--- src/mmd_consts.vh ---
/*
 Shared constants of the memory map decoder: special function register
 addresses, data memory areas, program bank layout and auxiliary RAM sizes.
 Assumes it is included by bare name from the decoder's design files.
*/
`ifndef MMD_CONSTS_VH
`define MMD_CONSTS_VH

`define MMD_SFR_PORT0_LATCH 8'h80
`define MMD_SFR_STACK_POINTER 8'h81
`define MMD_SFR_DATA_POINTER_LOW 8'h82
`define MMD_SFR_DATA_POINTER_HIGH 8'h83
`define MMD_SFR_EXTRA_INTERRUPT_ENABLE 8'h84
`define MMD_SFR_EXTRA_INTERRUPT_PRIORITY 8'h85
`define MMD_SFR_POWER_CONTROL 8'h87
`define MMD_SFR_TIMER_CONTROL 8'h88
`define MMD_SFR_TIMER_MODE 8'h89
`define MMD_SFR_TIMER0_COUNT_LOW 8'h8a
`define MMD_SFR_TIMER1_COUNT_LOW 8'h8b
`define MMD_SFR_TIMER0_COUNT_HIGH 8'h8c
`define MMD_SFR_TIMER1_COUNT_HIGH 8'h8d
`define MMD_SFR_PORT1_LATCH 8'h90
`define MMD_SFR_TIMER2_PERIOD_LOW 8'h91
`define MMD_SFR_PROGRAM_BANK_SELECT 8'he6

`define MMD_SFR_COUNT 16
`define MMD_SFR_INDEX_WIDTH 4
`define MMD_SFR_RESET 8'h00
`define MMD_BANK_SELECT_RESET 2'h0

`define MMD_SFR_SPACE_BASE 8'h80
`define MMD_REG_BANK_TOP 8'h1f
`define MMD_BIT_AREA_BASE 8'h20
`define MMD_BIT_AREA_TOP 8'h2f
`define MMD_LOWER_TOP 8'h7f
`define MMD_DATA_DEPTH 256
`define MMD_DATA_AW 8

`define MMD_REGION_REG_BANK 3'h0
`define MMD_REGION_BIT_AREA 3'h1
`define MMD_REGION_GENERAL 3'h2
`define MMD_REGION_UPPER 3'h3
`define MMD_REGION_SFR 3'h4

`define MMD_ROM_FLAT_BYTES 17'h10000
`define MMD_ROM_BANK_BYTES 17'h08000
`define MMD_ROM_BANK_COUNT 3

`define MMD_AUX_BYTES_OSD 16'h0800
`define MMD_AUX_BYTES_ONE_PAGE 16'h0c00
`define MMD_AUX_BYTES_TEN_PAGE 16'h3000
`define MMD_AUX_VARIANT_OSD 2'h0
`define MMD_AUX_VARIANT_ONE_PAGE 2'h1
`define MMD_AUX_VARIANT_TEN_PAGE 2'h2

`endif

--- src/mmd_data_ram.v ---
/*
 Internal data memory of 256 bytes with one write port and a registered read.
 Assumes address and write strobe come from logic on the same clock.
*/
`timescale 1ns/10ps
`default_nettype none
`include "mmd_consts.vh"

module mmd_data_ram #(
    parameter AW = `MMD_DATA_AW,
    parameter DEPTH = `MMD_DATA_DEPTH
) (
    input wire clk_sys,
    input wire [AW-1:0] addr,
    input wire we,
    input wire [7:0] wdata,
    output reg [7:0] rdata_reg
);

reg [7:0] mem [0:DEPTH-1];

always @(posedge clk_sys)
begin
    if (we)
    begin
        mem[addr] <= wdata;
    end
    rdata_reg <= mem[addr];
end

endmodule // mmd_data_ram
`default_nettype wire

--- src/mmd_sfr_file.v ---
/*
 Special function registers held by the decoder, with a registered read.
 Assumes one access per cycle from the decoder; unheld addresses read zero.
*/
`timescale 1ns/10ps
`default_nettype none
`include "mmd_consts.vh"

module mmd_sfr_file (
    input wire clk_sys,
    input wire nrst,
    input wire [7:0] addr,
    input wire we,
    input wire [7:0] wdata,
    output reg [7:0] rdata_reg,
    output reg hit_reg,
    output wire [1:0] bank_select
);

reg [7:0] regs_reg [0:`MMD_SFR_COUNT-1];
reg [`MMD_SFR_INDEX_WIDTH-1:0] idx;
reg hit;
integer i;

always @*
begin
    hit = 1'b1;
    idx = 4'h0;
    case (addr)
        `MMD_SFR_PORT0_LATCH: idx = 4'h0;
        `MMD_SFR_STACK_POINTER: idx = 4'h1;
        `MMD_SFR_DATA_POINTER_LOW: idx = 4'h2;
        `MMD_SFR_DATA_POINTER_HIGH: idx = 4'h3;
        `MMD_SFR_EXTRA_INTERRUPT_ENABLE: idx = 4'h4;
        `MMD_SFR_EXTRA_INTERRUPT_PRIORITY: idx = 4'h5;
        `MMD_SFR_POWER_CONTROL: idx = 4'h6;
        `MMD_SFR_TIMER_CONTROL: idx = 4'h7;
        `MMD_SFR_TIMER_MODE: idx = 4'h8;
        `MMD_SFR_TIMER0_COUNT_LOW: idx = 4'h9;
        `MMD_SFR_TIMER1_COUNT_LOW: idx = 4'ha;
        `MMD_SFR_TIMER0_COUNT_HIGH: idx = 4'hb;
        `MMD_SFR_TIMER1_COUNT_HIGH: idx = 4'hc;
        `MMD_SFR_PORT1_LATCH: idx = 4'hd;
        `MMD_SFR_TIMER2_PERIOD_LOW: idx = 4'he;
        `MMD_SFR_PROGRAM_BANK_SELECT: idx = 4'hf;
        default: hit = 1'b0;
    endcase
end

assign bank_select = regs_reg[15][1:0];

always @(posedge clk_sys)
begin
    if (!nrst)
    begin
        for (i = 0; i < `MMD_SFR_COUNT; i = i + 1)
        begin
            regs_reg[i] <= `MMD_SFR_RESET;
        end
        rdata_reg <= 8'h00;
        hit_reg <= 1'b0;
    end
    else
    begin
        if (we && hit)
        begin
            if (idx == 4'hf)
            begin
                regs_reg[idx] <= {6'h00, wdata[1:0]};
            end
            else
            begin
                regs_reg[idx] <= wdata;
            end
        end
        rdata_reg <= hit ? regs_reg[idx] : 8'h00;
        hit_reg <= hit;
    end
end

endmodule // mmd_sfr_file
`default_nettype wire

--- src/mmd_memory_map.v ---
/*
 Memory map decoder of the embedded 8-bit controller: program store mapping,
 internal data memory areas, special function register routing, bit access
 and auxiliary RAM range checking.
 Assumes the core drives all requests on clk_sys and issues a new data
 request only while busy_reg is low.
*/
//
// Contract
// The small program store is one flat 64K space with no banking.
// The 128K program store is four banks of 32K.
// One 32K bank is common and always addressable.
// Banks 0 to 2 are chosen one at a time by bits 1 and 0 of the bank select register.
// Data memory is 256 bytes and indirect access reaches all of it.
// Direct access below 80h goes to the lower half of data memory.
// Direct access at 80h and above goes to special function registers, indirect to memory.
// The lowest 32 bytes are four banks of eight working registers.
// The 16 bytes above the register banks are bit and byte addressable.
// The upper 128 bytes are plain storage.
// A special function register is bit addressable when its low nibble is 0h or 8h.
// Auxiliary RAM is 2K, 3K or 12K bytes depending on the version.
// After reset the bank select field reads zero.
`timescale 1ns/10ps
`default_nettype none
`include "mmd_consts.vh"

module mmd_memory_map #(
    parameter ROM_128K = 1,
    parameter [1:0] AUX_VARIANT = `MMD_AUX_VARIANT_TEN_PAGE
) (
    input wire clk_sys,
    input wire nrst,
    input wire code_req,
    input wire [15:0] code_addr,
    output reg [16:0] rom_addr_reg,
    output reg rom_valid_reg,
    output reg rom_bank_err_reg,
    input wire data_req,
    input wire data_indirect,
    input wire data_bit,
    input wire data_we,
    input wire [7:0] data_addr,
    input wire [7:0] data_wdata,
    input wire data_wbit,
    output reg busy_reg,
    output reg rd_valid_reg,
    output reg [7:0] rd_data_reg,
    output reg rd_bit_reg,
    output reg wr_done_reg,
    output reg [2:0] region_reg,
    output reg [2:0] reg_bank_reg,
    output reg sfr_bitable_reg,
    output reg sfr_miss_reg,
    output reg bit_err_reg,
    input wire aux_req,
    input wire [15:0] aux_addr,
    output reg aux_hit_reg,
    output reg aux_err_reg
);

localparam ST_IDLE = 3'b001;
localparam ST_READ = 3'b010;
localparam ST_MODIFY = 3'b100;

reg [2:0] state_reg;
reg [2:0] state_next;
reg to_sfr_reg;
reg is_write_reg;
reg is_bit_reg;
reg [2:0] bit_pos_reg;
reg wbit_reg;
reg [7:0] byte_addr_reg;

reg [7:0] tgt_addr;
reg tgt_sfr;
reg [2:0] tgt_bit;
reg [7:0] mod_byte;
reg [7:0] cur_byte;

wire [7:0] ram_q;
wire [7:0] sfr_q;
wire sfr_hit;
wire [1:0] bank_select;
wire start;
wire ram_we;
wire sfr_we;
wire [7:0] ram_addr;
wire [7:0] sfr_addr;
wire [7:0] wr_byte;

function bit_sfr;
    input [7:0] a;
    begin
        bit_sfr = a[7] && (a[3:0] == 4'h0 || a[3:0] == 4'h8);
    end
endfunction

function [2:0] region_of;
    input [7:0] a;
    input sfr;
    begin
        if (sfr)
        begin
            region_of = `MMD_REGION_SFR;
        end
        else if (a <= `MMD_REG_BANK_TOP)
        begin
            region_of = `MMD_REGION_REG_BANK;
        end
        else if (a <= `MMD_BIT_AREA_TOP)
        begin
            region_of = `MMD_REGION_BIT_AREA;
        end
        else if (a <= `MMD_LOWER_TOP)
        begin
            region_of = `MMD_REGION_GENERAL;
        end
        else
        begin
            region_of = `MMD_REGION_UPPER;
        end
    end
endfunction

// Target byte of the request: bit addresses below 80h land in the bit area,
// above it they select a bit addressable register.
always @*
begin
    tgt_bit = data_addr[2:0];
    if (data_bit)
    begin
        if (data_addr[7])
        begin
            tgt_addr = {data_addr[7:3], 3'h0};
            tgt_sfr = 1'b1;
        end
        else
        begin
            tgt_addr = `MMD_BIT_AREA_BASE + {4'h0, data_addr[6:3]};
            tgt_sfr = 1'b0;
        end
    end
    else
    begin
        tgt_addr = data_addr;
        tgt_sfr = data_addr[7] && !data_indirect;
    end
end

assign start = data_req && state_reg == ST_IDLE;

always @*
begin
    cur_byte = to_sfr_reg ? sfr_q : ram_q;
    mod_byte = cur_byte;
    mod_byte[bit_pos_reg] = wbit_reg;
end

assign wr_byte = state_reg == ST_MODIFY ? mod_byte : data_wdata;
assign ram_addr = start ? tgt_addr : byte_addr_reg;
assign sfr_addr = start ? tgt_addr : byte_addr_reg;
assign ram_we = (start && data_we && !data_bit && !tgt_sfr)
    || (state_reg == ST_MODIFY && !to_sfr_reg);
assign sfr_we = (start && data_we && !data_bit && tgt_sfr)
    || (state_reg == ST_MODIFY && to_sfr_reg);

mmd_data_ram u_ram (
    .clk_sys(clk_sys),
    .addr(ram_addr),
    .we(ram_we),
    .wdata(wr_byte),
    .rdata_reg(ram_q)
);

mmd_sfr_file u_sfr (
    .clk_sys(clk_sys),
    .nrst(nrst),
    .addr(sfr_addr),
    .we(sfr_we),
    .wdata(wr_byte),
    .rdata_reg(sfr_q),
    .hit_reg(sfr_hit),
    .bank_select(bank_select)
);

always @*
begin
    state_next = state_reg;
    case (state_reg)
        ST_IDLE:
        begin
            if (start && (!data_we || data_bit))
            begin
                state_next = ST_READ;
            end
        end
        ST_READ:
        begin
            state_next = (is_write_reg && is_bit_reg) ? ST_MODIFY : ST_IDLE;
        end
        ST_MODIFY:
        begin
            state_next = ST_IDLE;
        end
        default:
        begin
            state_next = ST_IDLE;
        end
    endcase
end

always @(posedge clk_sys)
begin
    if (!nrst)
    begin
        state_reg <= ST_IDLE;
        to_sfr_reg <= 1'b0;
        is_write_reg <= 1'b0;
        is_bit_reg <= 1'b0;
        bit_pos_reg <= 3'h0;
        wbit_reg <= 1'b0;
        byte_addr_reg <= 8'h00;
        busy_reg <= 1'b0;
        rd_valid_reg <= 1'b0;
        rd_data_reg <= 8'h00;
        rd_bit_reg <= 1'b0;
        wr_done_reg <= 1'b0;
        region_reg <= `MMD_REGION_REG_BANK;
        reg_bank_reg <= 3'h0;
        sfr_bitable_reg <= 1'b0;
        sfr_miss_reg <= 1'b0;
        bit_err_reg <= 1'b0;
    end
    else
    begin
        state_reg <= state_next;
        busy_reg <= state_next != ST_IDLE;
        rd_valid_reg <= 1'b0;
        wr_done_reg <= 1'b0;
        sfr_miss_reg <= 1'b0;
        bit_err_reg <= 1'b0;
        if (start)
        begin
            to_sfr_reg <= tgt_sfr;
            is_write_reg <= data_we;
            is_bit_reg <= data_bit;
            bit_pos_reg <= tgt_bit;
            wbit_reg <= data_wbit;
            byte_addr_reg <= tgt_addr;
            region_reg <= region_of(tgt_addr, tgt_sfr);
            reg_bank_reg <= {1'b0, tgt_addr[4:3]};
            sfr_bitable_reg <= tgt_sfr && bit_sfr(tgt_addr);
            wr_done_reg <= data_we && !data_bit;
        end
        if (state_reg == ST_READ)
        begin
            sfr_miss_reg <= to_sfr_reg && !sfr_hit;
            bit_err_reg <= is_bit_reg && to_sfr_reg && !bit_sfr(byte_addr_reg);
            if (!is_write_reg)
            begin
                rd_valid_reg <= 1'b1;
                rd_data_reg <= cur_byte;
                rd_bit_reg <= cur_byte[bit_pos_reg];
            end
        end
        if (state_reg == ST_MODIFY)
        begin
            wr_done_reg <= 1'b1;
        end
    end
end

// Program store mapping: with ROM_128K set, logical lower half is the common bank, upper half
// the switched bank placed after it in the physical store; otherwise one flat 64K space.
always @(posedge clk_sys)
begin
    if (!nrst)
    begin
        rom_addr_reg <= 17'h00000;
        rom_valid_reg <= 1'b0;
        rom_bank_err_reg <= 1'b0;
    end
    else
    begin
        rom_valid_reg <= code_req;
        rom_bank_err_reg <= 1'b0;
        if (code_req)
        begin
            if (ROM_128K == 0)
            begin
                rom_addr_reg <= {1'b0, code_addr};
            end
            else if (!code_addr[15])
            begin
                rom_addr_reg <= {2'h0, code_addr[14:0]};
            end
            else if (bank_select == 2'h3)
            begin
                rom_addr_reg <= {2'h1, code_addr[14:0]};
                rom_bank_err_reg <= 1'b1;
            end
            else
            begin
                rom_addr_reg <= {bank_select + 2'h1, code_addr[14:0]};
            end
        end
    end
end

// Auxiliary RAM range check for the chosen version.
wire [15:0] aux_limit;
assign aux_limit = AUX_VARIANT == `MMD_AUX_VARIANT_OSD ? `MMD_AUX_BYTES_OSD
    : AUX_VARIANT == `MMD_AUX_VARIANT_ONE_PAGE ? `MMD_AUX_BYTES_ONE_PAGE
    : `MMD_AUX_BYTES_TEN_PAGE;

always @(posedge clk_sys)
begin
    if (!nrst)
    begin
        aux_hit_reg <= 1'b0;
        aux_err_reg <= 1'b0;
    end
    else
    begin
        aux_hit_reg <= aux_req && aux_addr < aux_limit;
        aux_err_reg <= aux_req && aux_addr >= aux_limit;
    end
end

endmodule // mmd_memory_map
`default_nettype wire

--- config.mk ---
export PLATFORM = sky130hd
export DESIGN_NAME = mmd_memory_map
export DESIGN_NICKNAME = d
export VERILOG_FILES = /design/src/mmd_data_ram.v /design/src/mmd_sfr_file.v /design/src/mmd_memory_map.v
export VERILOG_INCLUDE_DIRS = /design/src
export SDC_FILE = /design/constraint.sdc
export NUM_CORES = 2
export LEC_CHECK = 0
export ABC_AREA = 1
export CAP_MARGIN = 15
export CORE_MARGIN = 4
export CORE_UTILIZATION = 38
export CTS_CLUSTER_DIAMETER = 100
export CTS_CLUSTER_SIZE = 10
export DETAILED_ROUTE_END_ITERATION = 10
export DONT_BUFFER_PORTS = 1
export GPL_TIMING_DRIVEN = 0
export PLACE_DENSITY = 0.61
export SYNTH_ARGS = -nofsm -noshare
export SYNTH_HDL_FRONTEND = slang
export SYNTH_HIERARCHICAL = 1
export SYNTH_SLANG_ARGS = --single-unit
--- constraint.sdc ---
create_clock -name clk_sys -period 15.4 [get_ports clk_sys]
set_clock_uncertainty 0.15 [all_clocks]
set_input_delay 0.77 -clock clk_sys [delete_from_list [all_inputs] [get_ports clk_sys]]
set_output_delay 0.77 -clock clk_sys [all_outputs]
set_load 0.1 [all_outputs]
==> results.json <==
{
  "status": "finished clean",
  "slowest_stage": "nor2_1",
  "drt-wirelength-per-cell_um": 22.9,
  "syn_area_mm2": 0.0942,
  "areaGrowthSynthToFinish_pct": 14.4,
  "dp_hpwl_um": 211000,
  "grt_max_degree": 35,
  "ys_seq_area_share_pct": 70.9,
  "postCtsResizedCells": 0,
  "hold_viol": 0,
  "cts.clk_slew.worst_paths_ns": 0.06,
  "hold_path_class": "in2reg",
  "fin_tns_setup_ns": 0,
  "crit_chain": "inv_1, nand4_1, buf_4, nand2_1, nand2_1, nor2_1, clkbuf_1, nand2_1, clkbuf_1, nor2_1",
  "leakagePower_nw": 42.8,
  "dieArea_mm2": 0.256,
  "synth_compound_area_share_pct": 1.47,
  "port_buffers": 0,
  "synth_simple_gate_area_share_pct": 24.9,
  "drc_errors": 0,
  "layout-drive-gt1-share_pct": 7.10,
  "synth_edf_count": 2176,
  "synth.avg_cell_area_um2": 10.3,
  "hold_slack_ns": 0.0628,
  "syn_inst": 9181,
  "worstPathMaxFanout": 10,
  "gp_congestion": 0.965,
  "cts.sinks": 2251,
  "ant_nets": 0,
  "worstPathRequired_ns": 15.76,
  "via_count": 66800,
  "p_clk_share_pct": 38.9,
  "net-switching-power_w": 0.00379,
  "yosys_register_bits": 2251,
  "wl_um": 296000,
  "p_int_w": 0.0104,
  "firstDrtPassIters": 8,
  "synth_mux_area_share_pct": 0,
  "fp.dieH_um": 506,
  "cts_buffers": 275,
  "setup_viol": 0,
  "comb_power_share_pct": 13.3,
  "vias_per_cell": 5.17,
  "nFillCells": 22900,
  "cts_tree": "done",
  "antenna_found_initial": 23,
  "clock_path_buffers": 4,
  "timing.final.crit_share_pct": 35.3,
  "num-nets-final": 9636,
  "cap_violations": 0,
  "core-area_mm2": 0.246,
  "cp-start-kind": "flip-flop",
  "pwr_density_cell_mw_per_mm2": 132,
  "grt_usage_pct": 22.4,
  "htreeDepth": 5,
  "critPathMostFrequentCell": "nand2_1",
  "criticalPathCategory": "reg2reg",
  "vdd_drop_max_mv": 0.123,
  "endpoint_kind": "flip-flop",
  "grt_pass1_vias": 63200,
  "drt_iter0_drc": 8250,
  "rsz0062_at_grt": "false",
  "slew_violations": 0,
  "cpPeakStageDelay_ns": 0.96,
  "regArea_mm2": 0.0668,
  "synthAdderAreaFrac_pct": 0.0266,
  "fin_crit_ns": 5.44,
  "largest_reg_flops": 2048,
  "clkLatencyLatePin_ns": 0.90,
  "synthFlopType": "edfxtp_1",
  "p_sw_share_pct": 26.7,
  "max_clock_freq_mhz": 184,
  "io_pins": 99,
  "multi_input_area_mm2": 0.0250,
  "synth_xor_area_share_pct": 0,
  "yosysUniqueCellTypes": 38,
  "clock-root-buffer": "clkbuf_16",
  "placementRows": 182,
  "grt_pass1_wl_um": 425000,
  "synth_top_family_by_area": "simple AND/OR/NAND/NOR gates",
  "arrival_ns": 5.79,
  "p_seq_share_pct": 47.8,
  "grt_overflow_total": 0,
  "tightest_slew_ns": 1.32,
  "synthArstFlopShare_pct": 0,
  "yosysWarnings": 6,
  "chipWidth_um": 506,
  "initial_core_util_pct": 38.2,
  "maxSlewHeadroom_pct": 11.9
}
-- metrics by stage --
| stage | instances | area (um2) | setup slack (ns) | utilization, % | total power (W) |
|---|---|---|---|---|---|
| 3_5_place_dp | 12600 | 100000 | 9.91 | 40.7 | 0.00875 |
| 2_1_floorplan | 9186 | 94300 | 2.03 | - | 0.00799 |
| 4_1_cts | 12900 | 108000 | 10.22 | 43.7 | 0.0143 |
| 3_3_place_gp | 12500 | 98400 | -21.14 | 39.9 | 0.00888 |
| 5_1_grt | 12900 | 108000 | 9.76 | 43.7 | 0.0147 |
| 6_report | 12900 | 108000 | 9.96 | 43.7 | 0.0142 |
-- cell usage after synthesis, types with 4 or more instances --
cell / number / share of area [%]
nand2_4: 9 / 0.11
inv_1: 75 / 0.30
clkbuf_1: 183 / 0.73
buf_1: 55 / 0.22
inv_2: 8 / 0.032
buf_2: 211 / 1.1
edfxtp_1: 2176 / 69
clkinv_1: 4 / 0.016
buf_4: 21 / 0.17
dfxtp_1: 75 / 1.6
nor3_1: 13 / 0.069
o21ai_1: 121 / 0.64
nand2_2: 15 / 0.10
a21oi_1: 50 / 0.27
o21ai_0: 96 / 0.51
nand3_1: 265 / 1.4
nor2_1: 591 / 2.4
buf_6: 8 / 0.096
nor2_4: 6 / 0.072
nand2_1: 5169 / 21
-- area by class of cell --
class / count / share of cell area (%)
Tap cell: 3312 / 3.84
Clock inverter: 9 / 0.0824
Buffer: 478 / 2.05
Multi-Input combinational cell: 6368 / 23.2
Antenna cell: 10 / 0.0232
Timing Repair Buffer: 114 / 1.88
Inverter: 89 / 0.315
Sequential cell: 2251 / 62.0
Clock buffer: 301 / 6.63
-- worst max-delay path, delay by kind of cell (launching register included) --
kind,cells,cell delay [ns]
AND/OR/NAND/NOR,6,2.87
buffers and inverters,4,1.65
flip-flops,1,0.31
-- cell families after synthesis --
kind of cell / count (synthesis)
simple gates: 6086
flops: 2251
buf+inv: 567
compound gates: 273
fa+ha+maj: 2
other cells: 2
-- layer usage --
layer	part of all wire [%]	track usage, %	routed length [um]
met1	41	30.5	120000
met2	45	35.3	133000
met3	9.5	4.13	28200
met4	4.7	9.58	14000
met5	0	0	0
-- path summary, 6_finish.rpt --
path | end | slack [ns] | startpoint | depth (start not counted)
max | u_ram/mem[143][0] | 9.96 | state_reg[2] | 10
min reg2reg | sfr_miss_reg | 0.33 | u_sfr/hit_reg | 1
min | state_reg[1] | 0.06 | data_req | 2
max reg2reg | u_ram/mem[143][0] | 9.96 | state_reg[2] | 10
-- power by group through the flow --
stage	Sequential, W	Combinational (W)	Clock (W)
after floorplan	0.00698	0.00101	0
after global placement	0.00710	0.00178	0
after detailed placement	0.00691	0.00184	0
after CTS	0.00679	0.00186	0.00562
after global routing	0.00679	0.00203	0.00586
final	0.00679	0.00189	0.00553
-- cell usage in the layout (no fill, tap or decap), types with 75 or more instances in the layout --
| cell type | instances |
|---|---|
| nand3_1 | 265 |
| o21ai_0 | 88 |
| clkbuf_1 | 194 |
| dfxtp_1 | 75 |
| buf_2 | 211 |
| nand2_1 | 5169 |
| o21ai_1 | 121 |
| edfxtp_1 | 2176 |
| clkbuf_16 | 283 |
| nor2_1 | 591 |
| inv_1 | 75 |
-- what timing repair did --
| item | in CTS | in global routing |
|---|---|---|
| hold endpoints to repair | 40 | 0 |
| hold buffers | 32 | 0 |
| buffers inserted | 0 | 0 |
| endpoints found under the setup margin | 0 | 0 |
No activity file was read; power rests on OpenSTA's default activity.
